<file path="config.mk">
export PLATFORM = sky130hd
export DESIGN_NAME = cwu_wait_unit
export DESIGN_NICKNAME = d
export VERILOG_FILES = /design/src/cwu_pkg.sv /design/src/cwu_sys_counter.sv /design/src/cwu_wait_unit.sv
export VERILOG_INCLUDE_DIRS = /design/src
export SDC_FILE = /design/constraint.sdc
export NUM_CORES = 1
export LEC_CHECK = 0
export BUFFER_PORTS_ARGS = -buffer_cell sky130_fd_sc_hd__buf_2
export CAP_MARGIN = 20
export CORE_MARGIN = 5
export CORE_UTILIZATION = 53
export CTS_BUF_LIST = sky130_fd_sc_hd__clkbuf_8
export DETAILED_ROUTE_END_ITERATION = 8
export PLACE_DENSITY = 0.83
export SLEW_MARGIN = 20
export SYNTH_ARGS = -nofsm -noshare
export SYNTH_HDL_FRONTEND = slang
export SYNTH_HIERARCHICAL = 1
export SYNTH_SLANG_ARGS = --single-unit
</file>
<file path="constraint.sdc">
create_clock -name mclk -period 2.7 [get_ports mclk]
set_clock_uncertainty 0.2 [all_clocks]
set_input_delay 0.405 -clock mclk [delete_from_list [all_inputs] [get_ports mclk]]
set_output_delay 0.405 -clock mclk [all_outputs]
set_load 0.02 [all_outputs]
</file>
<file path="src/cwu_defines.svh">
`ifndef CWU_DEFINES_SVH
`define CWU_DEFINES_SVH

`define CWU_WORD_W      32
`define CWU_CNT_RESET   32'h0000_0000
`define CWU_CNT_STEP    32'h0000_0001
`define CWU_WORD_ZERO   32'h0000_0000
`define CWU_PORT_A      1'h0
`define CWU_PORT_B      1'h1

`endif

</file>
<file path="src/cwu_pkg.sv">
`default_nettype none
package cwu_pkg;
	typedef enum logic [1:0] {
		CWU_IDLE,
		CWU_WAIT_CNT,
		CWU_WAIT_PIN
	} cwu_state_t;

	typedef struct packed {
		cwu_state_t  state;
		logic [31:0] target;
		logic [31:0] mask;
		logic        port_sel;
	} cwu_regs_t;
endpackage : cwu_pkg
`default_nettype wire

</file>
<file path="src/cwu_sys_counter.sv">
`timescale 1ns/10ps
`default_nettype none
`include "cwu_defines.svh"

module cwu_sys_counter #(
	parameter int WIDTH = 32
) (
	// clock and reset
	input  wire logic             mclk,
	input  wire logic             rst,
	// shared counter value
	output logic [WIDTH-1:0]      sys_count
);
	// refuse widths the shared compare path cannot serve
	if (WIDTH != `CWU_WORD_W) begin : g_width_check
		$error("cwu_sys_counter: WIDTH must be 32");
	end

	// free-running counter, wraps naturally
	always_ff @(posedge mclk) begin
		if (rst) begin
			sys_count <= `CWU_CNT_RESET;
		end else begin
			sys_count <= sys_count + `CWU_CNT_STEP;
		end
	end
endmodule : cwu_sys_counter
`default_nettype wire

</file>
<file path="src/cwu_wait_unit.sv">
`timescale 1ns/10ps
`default_nettype none
`include "cwu_defines.svh"

module cwu_wait_unit #(
	parameter int WIDTH = 32
) (
	// clock and reset
	input  wire logic             mclk,
	input  wire logic             rst,
	// wait commands from the core
	input  wire logic             cnt_wait_req,
	input  wire logic             pin_wait_req,
	input  wire logic [WIDTH-1:0] wait_value,
	input  wire logic [WIDTH-1:0] wait_mask,
	input  wire logic             wait_port,
	// stall back to the core
	output logic                  stall,
	output logic                  wait_done,
	// port inputs
	input  wire logic [WIDTH-1:0] port_a_inputs,
	input  wire logic [WIDTH-1:0] port_b_inputs,
	// shared counter, observable
	output logic [WIDTH-1:0]      sys_count
);
	cwu_pkg::cwu_regs_t r;
	cwu_pkg::cwu_regs_t next_r;
	logic               cnt_hit;
	logic               pin_hit;
	logic [WIDTH-1:0]   port_in;

	// refuse widths the 32-bit compare logic cannot serve
	if (WIDTH != `CWU_WORD_W) begin : g_width_check
		$error("cwu_wait_unit: WIDTH must be 32");
	end

	// masked equality used by the pin wait
	function automatic logic masked_eq(input logic [31:0] pins, input logic [31:0] msk,
		input logic [31:0] pat);
		masked_eq = ((pins & msk) == pat);
	endfunction : masked_eq

	// input register chosen by the one-bit port operand
	function automatic logic [31:0] pick_port(input logic sel, input logic [31:0] pa,
		input logic [31:0] pb);
		pick_port = (sel == `CWU_PORT_B) ? pb : pa;
	endfunction : pick_port

	cwu_sys_counter #(.WIDTH(WIDTH)) u_counter (
		.mclk      (mclk),
		.rst       (rst),
		.sys_count (sys_count)
	);

	// port selection; port B inputs when port_sel is 1, port A inputs otherwise
	assign port_in = pick_port(r.port_sel, port_a_inputs, port_b_inputs);
	// comparators run every cycle
	assign cnt_hit = (sys_count == r.target);
	assign pin_hit = masked_eq(port_in, r.mask, r.target);

	// next state
	always_comb begin
		next_r = r;
		case (r.state)
			cwu_pkg::CWU_IDLE: begin
				if (cnt_wait_req) begin
					next_r.state  = cwu_pkg::CWU_WAIT_CNT;
					next_r.target = wait_value;
				end else if (pin_wait_req) begin
					next_r.state    = cwu_pkg::CWU_WAIT_PIN;
					next_r.target   = wait_value;
					next_r.mask     = wait_mask;
					next_r.port_sel = wait_port;
				end
			end
			cwu_pkg::CWU_WAIT_CNT: begin
				if (cnt_hit) next_r.state = cwu_pkg::CWU_IDLE;
			end
			cwu_pkg::CWU_WAIT_PIN: begin
				if (pin_hit) next_r.state = cwu_pkg::CWU_IDLE;
			end
			default: next_r.state = cwu_pkg::CWU_IDLE;
		endcase
	end

	// state register
	always_ff @(posedge mclk) begin
		if (rst) begin
			r.state    <= cwu_pkg::CWU_IDLE;
			r.target   <= `CWU_WORD_ZERO;
			r.mask     <= `CWU_WORD_ZERO;
			r.port_sel <= `CWU_PORT_A;
		end else begin
			r <= next_r;
		end
	end

	// stall held while waiting and not yet matched
	assign stall = (r.state == cwu_pkg::CWU_WAIT_CNT && !cnt_hit)
		|| (r.state == cwu_pkg::CWU_WAIT_PIN && !pin_hit);
	assign wait_done = (r.state == cwu_pkg::CWU_WAIT_CNT && cnt_hit)
		|| (r.state == cwu_pkg::CWU_WAIT_PIN && pin_hit);
endmodule : cwu_wait_unit
`default_nettype wire

</file>
==> run summary, run 1 <==
IO Pins: 167
Crit path kind: reg -> out
Data arrival, critical path: 2.66 ns
Via density: 5.93
Setup TNS Final: -1.11 ns
CP required: 2.10 ns
Critical-path maximum fanout: 6
Worst Setup End Kind: output port
Pleak: 2.92 nW
Most used DFF post-synth: dfxtp_1
First-pass GRT wire length: 26400 microns
Sequential Area: 1990 sq um
Port Buffers: 166
Clock Sinks: 99
Failing checks: negative setup slack
Post-layout nets: 934
Clk slew on worst S/H paths: 0.11 ns
Vias: 5561
Count leader, synth: nand2_1
CTS tree: built
Worst Hold Depth: 3
Largest net degree at the start of global routing: 35
Final hold viol count: 0
Worst path bufs/invs: 3
Syn nets: 765
Initial DRT Pass Iterations: 5
Initial antenna violation count: 0
Period utilization: 121%
Worst Hold Slack: 0.0540 ns
Top cells by count, synth: nand2_1, dfxtp_1, a21oi_1
Cell family with most CP delay: simple AND/OR/NAND/NOR gates
Inserted Diodes: 0
WL final: 17100 microns
Minimum clock period: 3.26 ns
FP Rows: 36
Async SR Flop Fraction: 0%
CP startpoint kind: flop
Die X: 109 microns
Core ar.: 9640 sq um
RSZ-0062 raised after global routing: true
Area contributors post-synth: dfxtp_1, nand2_1, a21oi_1
Final setup vio count: 2
Crit path max-delay cell type: dfxtp_4
Slew margin rel.: 53.9%
Design Area, Final: 6640 sq um
Total clock buffers created by CTS: 9
Clock Latency Late Sink: 0.37 ns
Sequential share of the synthesized area: 38.4%
Max Cap Viol: 0
Initial Util: 53.6%
Area of the multi-input gates: 3110 sq um
Pwr dens: 499 nW/um^2
Die Y-Extent: 109 microns
Total Routing Usage GR: 28.4%
R2r worst-path depth: 5
CTS Root Cell: clkbuf_8
Number of cells on the critical path: 9
Clk buf depth: 2
Htree depth: 3
Hold WC Path Type: in -> reg
Post-CTS Hold Fix Bufs: 0
Area delta synth->final: 28.5%
CP peak stage delay: 0.42 ns
Vias in the first global route: 5334
Worst vdd ir: 0.000365 V
Peak Freq: 0.307 GHz
Remaining antenna violation count: 0
Area share of the largest cell type after synthesis: 38.4%
Post-synth EDFFs: 0
Final WS setup: -0.560 ns
Slew Viols, Final: 0
Post-synth cell types: 50
Layout cells sized above 1: 32.7%
Worst-path cell chain: buf_12 -> buf_4 -> mux2_2 -> nand3b_1 -> nor4b_2 -> nand4_1 -> nor4_4 -> a31o_1 -> buf_6
DIE AREA: 11800 sq um
Slew @ Worst Pin: 0.692 ns
Dpl cell area: 6140 sq um
WL/cell: 18.2 microns
DR DRC count: 0
Flop and latch count out of synthesis: 99
Cell count after synthesis: 631
Largest area contributor in the netlist: dfxtp_1
First DRT Iteration DRCs: 402
Status: finished with violations
Synth Cell Area: 5160 sq um
DP HPWL: 12300 microns
GP Congestion: 0.918
Total gr overflow: 0
Syn avg cell area: 8.19 sq um
Yosys warnings: 6
# fillers: 760
[logic make-up after synthesis]
| group | Yosys count | synth area share [%] |
|---|---|---|
| and+or+nand+nor | 265 | 25.9 |
| AOI/OAI and AO/OA | 148 | 16.6 |
| DFF | 99 | 38.4 |
| xor gates and xnor gates | 41 | 6.95 |
| buffers and inverters | 41 | 3.92 |
| muxes | 36 | 8.02 |
| adders and majority gates | 1 | 0.242 |
[worst min-delay path, cell delays in order]
cell and delay [ns]:
buf_2 0.09, nand2_1 0.04, a21oi_1 0.05
[timing repair]
action / 4_1_cts / 5_1_grt
endpoints found under the setup margin: 2 / 2
pin swaps: 16 / 9
gates cloned: 3 / 0
buffers inserted: 3 / 5
resized for setup: 28 / 7
[metal layers]
| layer | GRT usage, % | vias to the layer above | share of wire, % |
|---|---|---|---|
| li1 | - | 2580 | - |
| met1 | 35.1 | 2625 | 39 |
| met2 | 47.9 | 302 | 49 |
| met3 | 5.03 | 54 | 7.6 |
| met4 | 13.2 | 0 | 3.9 |
| met5 | 0 | - | 0 |
[final timing paths]
check,slack (ns),endpoint,from
worst max-delay path,-0.56,wait_done,r[0]
worst min-delay path,0.05,r[44],wait_value[11]
worst max register to register,0.14,u_counter/sys_count[22],u_counter/sys_count[0]
worst min register to register,0.28,r[23],r[23]
[cell type report]
cell class              count  share of cell area (%)
repair buffers            191                    16.8
well taps                 133                    2.51
multi-input cells         491                    46.9
inverters                   8                   0.452
flip-flops and latches     99                    29.9
clock inverters             7                    1.49
clock buffers               9                    1.87
[power by group]
group	switching, mW	internal, mW
sequential	0.0978	1.53
combinational	0.311	0.291
clock	0.552	0.531
[cells in the final DEF, fill, tap and decap left out, types with 10 or more instances in the layout]
master    count
a21boi_0     11
a21oi_1      91
and3_1       16
buf_2       164
buf_4        20
dfxtp_1      98
mux2_2       24
nand2_1     142
nand3_1      10
nand4_1      11
nor2_1       17
nor4_1       12
o31ai_1      12
or4_1        12
xor2_1       36
[per-stage QoR]
step           setup slack, ns  power (mW)  util [%]  cells
5_1_grt                 -0.759        3.43      68.8    938
3_5_place_dp            -0.217        2.18      63.7    913
4_1_cts                 -0.457        3.30      68.5    935
3_3_place_gp            -0.121        2.16      63.7    913
6_report                -0.560        3.31      68.8    938
2_1_floorplan           0.0753        1.95         -    631
[registers in the layout, summed over array words and instances (netlist names)]
name and cells:
r 67, u_counter/sys_count 32
Note: power is estimated with default switching activity, not from simulation.
==> inputs of run 2 (changes only) <==
CORE_ASPECT_RATIO = 1.1   (was unset)
==> run summary, run 2 (same netlist as run 1, synthesis figures left out) <==
Status: finished with violations
Failing checks: negative setup slack
Clock Sinks: 99
Post-layout nets: 934
DP HPWL: 12100 microns
Die X: 104 microns
CTS tree: built
Critical-path maximum fanout: 6
Worst Setup End Kind: output port
Crit path max-delay cell type: dfxtp_2
Die Y-Extent: 114 microns
Sequential share of power: 46.8%
First-pass GRT wire length: 26700 microns
RSZ-0062 raised after global routing: true
Cell family with most CP delay: simple AND/OR/NAND/NOR gates
Worst-path cell chain: buf_12 -> buf_12 -> mux2_4 -> and3b_2 -> nor4b_4 -> nand4_1 -> nor4_4 -> a31o_1 -> buf_6
IO Pins: 167
Reg with most FFs: r
Crit path kind: reg -> out
Initial Util: 54.7%
Sw frac: 26.9%
Met1 usage: 33.1%
Cell mode on critical path: buf_12
Design Area, Final: 6700 sq um
Sequential Area: 1980 sq um
Peak Freq: 0.303 GHz
Htree depth: 3
Met3 Usage GRT: 5.94%
Worst path bufs/invs: 3
Initial antenna violation count: 0
Most frequent cells in the layout: buf_2, nand2_1, dfxtp_1, a21oi_1, xor2_1
DIE AREA: 11800 sq um
Switch Pwr: 0.933 mW
Pwr dens: 518 nW/um^2
Worst vdd ir: 0.000313 V
Gr busiest metal: met2
Total Routing Usage GR: 27.4%
Slew Viols, Final: 0
Max Cap Viol: 0
Clk buf depth: 2
Top flop regs: r: 67 flops, u_counter/sys_count: 32 flops
Data arrival, critical path: 2.70 ns
Minimum clock period: 3.30 ns
Slew @ Worst Pin: 0.433 ns
GP Congestion: 0.905
Remaining antenna violation count: 0
CP required: 2.10 ns
CP startpoint kind: flop
Clock network power share: 35.7%
Total clock buffers created by CTS: 9
Max FFs per register: 67
Initial DRT Pass Iterations: 5
Clk slew on worst S/H paths: 0.10 ns
Port Buffers: 166
Area of the multi-input gates: 3160 sq um
# fillers: 752
Layout cells sized above 1: 33.0%
Vias in the first global route: 5358
Internal: 2.54 mW
Vias: 5364
Final WS setup: -0.601 ns
Largest net degree at the start of global routing: 76
Total gr overflow: 0
Combinational share of power: 17.5%
First DRT Iteration DRCs: 404
Commonest non-fill, non-tap cell in the layout: buf_2
Slew margin rel.: 71.1%
CTS Root Cell: clkbuf_8
FP Rows: 37
Hold WC Path Type: in -> reg
Area delta synth->final: 29.7%
Setup TNS Final: -1.19 ns
Clock Latency Late Sink: 0.38 ns
WL final: 16500 microns
CP peak stage delay: 0.34 ns
Final hold viol count: 0
Core ar.: 9440 sq um
Final setup vio count: 2
Inserted Diodes: 0
Pleak: 2.98 nW
Total power: 3.47 mW
Period utilization: 122%
Post-CTS Hold Fix Bufs: 0
DR DRC count: 0
Dpl cell area: 6130 sq um
GR Layer Usage met2: 48.3%
WL/cell: 17.9 microns
Via density: 5.82
==> run 2: cell count changes in the layout (fill, tap and decap cells not counted), moves of 3 or more <==
cell,before,now
mux2_4,9,16
buf_6,1,4
mux2_2,24,17
buf_4,20,16
==> run 2: layout make-up <==
type / instances / area share, %
multi-input combinational: 491 / 47.1
inverter: 8 / 0.448
timing repair buffer: 191 / 16.7
sequential: 99 / 29.6
tap: 117 / 2.18
clock inverter: 7 / 2.09
clock buffer: 9 / 1.85
==> run 2: per-layer routing <==
layer | part of all wire [%] | vias up | routed length [microns]
li1 | - | 2579 | -
met1 | 40 | 2491 | 6680
met2 | 50 | 252 | 8300
met3 | 6.8 | 42 | 1120
met4 | 2.6 | 0 | 424
met5 | 0 | - | 0
==> run 2: metrics by stage <==
| step | hold WS, ns | util [%] | setup WS (ns) | std cells |
|---|---|---|---|---|
| after floorplan | 0.236 | - | 0.0753 | 631 |
| after global placement | 0.246 | 64.9 | -0.148 | 896 |
| after detailed placement | 0.253 | 64.9 | -0.188 | 896 |
| after CTS | 0.0498 | 70.4 | -0.493 | 919 |
| after global routing | 0.0524 | 70.9 | -0.677 | 922 |
| final | 0.0553 | 70.9 | -0.601 | 922 |
==> run 2: repair_timing <==
| item | CTS | global route |
|---|---|---|
| setup endpoints to repair | 2 | 2 |
| pin swaps | 24 | 9 |
| buffers inserted | 6 | 3 |
| gates resized for setup | 37 | 8 |
| gates cloned | 1 | 0 |
| endpoints found under the hold margin | 0 | 0 |
==> run 2: power by group through the flow <==
| stage | Combinational (mW) | Sequential [mW] | Clock [mW] |
|---|---|---|---|
| 2_1_floorplan | 0.334 | 1.62 | 0 |
| 3_3_place_gp | 0.514 | 1.65 | 0 |
| 3_5_place_dp | 0.530 | 1.65 | 0 |
| 4_1_cts | 0.588 | 1.62 | 1.25 |
| 5_1_grt | 0.664 | 1.63 | 1.33 |
| 6_report | 0.609 | 1.63 | 1.24 |
==> run 2: worst paths after layout <==
| check | depth (start not counted) | start | to | slack, ns |
|---|---|---|---|---|
| max reg2reg | 10 | r[0] | r[66] | 0.12 |
| max | 9 | r[0] | wait_done | -0.60 |
| min reg2reg | 2 | r[10] | r[10] | 0.27 |
| min | 3 | wait_value[8] | r[41] | 0.06 |
==> run 2: worst min-delay path, cell delays in order <==
cell and delay (ns):
buf_2 0.10, nand2_1 0.04, a21oi_1 0.05
==> inputs of run 3 (changes only) <==
CORE_UTILIZATION = 52   (was 53)
PLACE_DENSITY = 0.82   (was 0.83)
SYNTH_HIERARCHICAL = unset   (was 1)
==> run summary, run 3 <==
Status: finished with violations
Failing checks: negative setup slack
Most frequent cells in the layout: buf_2, nand2_1, dfxtp_1, a21oi_1, xor2_1
Die X: 104 microns
Simple-gate area share of the yosys netlist: 26.1%
Period utilization: 119%
Initial antenna violation count: 0
Slew @ Worst Pin: 0.625 ns
Post-CTS Hold Fix Bufs: 0
DR DRC count: 0
Multiplexer share of the synthesized area: 7.35%
DP HPWL: 12200 microns
Data arrival, critical path: 2.60 ns
CP startpoint kind: flop
Pwr dens: 498 nW/um^2
Via density: 5.73
Sw frac: 28.0%
Yosys warnings: 0
WL/cell: 18.0 microns
DIE AREA: 11700 sq um
Top cells by count, synth: nand2_1, dfxtp_1, a21oi_1
Worst Setup End Kind: output port
Critical Path Sink: wait_done
Vias: 5154
Layout cells sized above 1: 32.7%
Pleak: 2.97 nW
Reg-to-Reg End: r[66]
Clock Sinks: 99
Core ar.: 9400 sq um
Dpl cell area: 6040 sq um
Hold WC Path Type: in -> reg
Remaining antenna violation count: 0
IO Pins: 167
Placed cell count: 879
Critical-path maximum fanout: 8
Htree depth: 3
Initial Util: 53.5%
First-pass GRT wire length: 25500 microns
Post-layout nets: 911
Switch Pwr: 0.905 mW
CTS tree: built
DP Worst Slack: -0.180 ns
Internal: 2.33 mW
Reg with most FFs: r
GP Congestion: 0.855
Syn avg cell area: 8.24 sq um
Post-synth cell types: 42
Sequential share of the synthesized area: 39.5%
Post-synth EDFFs: 0
Total Routing Usage GR: 26.5%
Largest family of logic cells by synthesized area: simple AND/OR/NAND/NOR gates
Clk buf depth: 2
Inserted Diodes: 0
Peak Freq: 0.312 GHz
Syn nets: 744
CTS Root Cell: clkbuf_8
Total gr overflow: 0
Commonest non-fill, non-tap cell in the layout: buf_2
Final WS setup: -0.501 ns
Sequential share of power: 50.4%
Flop2flop setup slack: 0.35 ns
Crit path kind: reg -> out
Fin cells: 899
Synth Cell Area: 5020 sq um
Cell count after synthesis: 610
RSZ-0062 raised after global routing: true
Design Area, Final: 6490 sq um
Most used DFF post-synth: dfxtp_1
Final hold viol count: 0
Vias in the first global route: 5285
Worst vdd ir: 0.000272 V
Slew margin rel.: 58.3%
Setup TNS Final: -0.991 ns
Clock network power share: 31.1%
Post-synthesis compound-gate area fraction: 13.3%
Max Cap Viol: 0
Top flop regs: r: 67 flops, u_counter.sys_count: 32 flops
Area delta synth->final: 29.1%
Total power: 3.23 mW
Count leader, synth: nand2_1
Initial DRT Pass Iterations: 6
Combinational share of power: 18.5%
Worst reg2reg path startpoint: r[0]
CP required: 2.10 ns
Max FFs per register: 67
Async SR Flop Fraction: 0%
Minimum clock period: 3.20 ns
Flop and latch count out of synthesis: 99
Die Y-Extent: 113 microns
Port Buffers: 166
Synth Area in XOR/XNOR: 10.6%
Area share of the largest cell type after synthesis: 39.5%
Largest net degree at the start of global routing: 38
WL final: 16200 microns
First DRT Iteration DRCs: 310
FP Rows: 37
Synthesized-area fraction occupied by adder cells: 0.249%
Slew Viols, Final: 0
Area contributors post-synth: dfxtp_1, nand2_1, xor2_1
Crit. Startpoint: r[0]
Clk slew on worst S/H paths: 0.10 ns
Total clock buffers created by CTS: 9
Largest area contributor in the netlist: dfxtp_1
Clock Latency Late Sink: 0.37 ns
R2r worst-path depth: 9
Final setup vio count: 2
-- run 3: per-stage QoR --
step | util (%) | hold slack [ns]
after global routing | 69.0 | 0.0494
after detailed placement | 64.3 | 0.256
final | 69.0 | 0.0639
after CTS | 67.4 | 0.0548
after global placement | 64.3 | 0.249
after floorplan | - | 0.236
-- run 3: logic make-up (layout without fill, tap and decap cells) --
family	count (synthesis)	count (layout)
AO/OA/AOI/OAI	116	116
XOR/XNOR	61	61
multiplexers	32	32
adder cells (fa/ha/maj)	1	1
buffers and inverters	32	204
AND/OR/NAND/NOR	269	269
flip-flops	99	99
-- run 3: layer usage --
layer | share of wire, % | wire (microns) | track usage (%)
met5 | 0 | 0 | 0
met4 | 3.5 | 573 | 13.4
met3 | 7.9 | 1280 | 6.50
met2 | 49 | 8000 | 44.8
met1 | 39 | 6330 | 31.4
-- run 3: critical path: stages, from the launching register on --
cell and delay (ns):
dfxtp_2 0.37, buf_12 0.15, buf_8 0.12, mux2_2 0.35, nand3b_1 0.10, nor4b_4 0.22, nand4_1 0.18, nor4_2 0.28
buf_4 0.19, a31o_4 0.17, buf_6 0.11
-- run 3: power groups by stage --
stage | sequential, mW | combinational (mW) | clock [mW]
after floorplan | 1.62 | 0.334 | 0
after global placement | 1.65 | 0.518 | 0
after detailed placement | 1.65 | 0.536 | 0
after CTS | 1.62 | 0.555 | 1.02
after global routing | 1.64 | 0.651 | 1.09
final | 1.63 | 0.596 | 1.01
-- run 3: final cells by class --
class | count | area (sq um)
fillers | 761 | 2910
repair buffers | 185 | 1070
flip-flops and latches | 99 | 1980
multi-input cells | 479 | 3070
clock buffers | 12 | 165
inverters | 3 | 11.3
clock inverters | 4 | 47.5
well taps | 117 | 146
-- run 3: worst min-delay path by stage --
stage | from | endpoint | cells past startpoint
after detailed placement | r[31] | r[31] | 2
after global routing | wait_mask[29] | r[30] | 3
after global placement | r[11] | r[11] | 2
final | wait_mask[21] | r[22] | 3
after floorplan | r[11] | r[11] | 2
after CTS | wait_mask[29] | r[30] | 3
-- run 3: timing repair --
item / 4_1_cts / 5_1_grt
setup endpoints to repair: 2 / 2
pin swaps: 8 / 14
buffers inserted: 4 / 0
resized for setup: 12 / 35
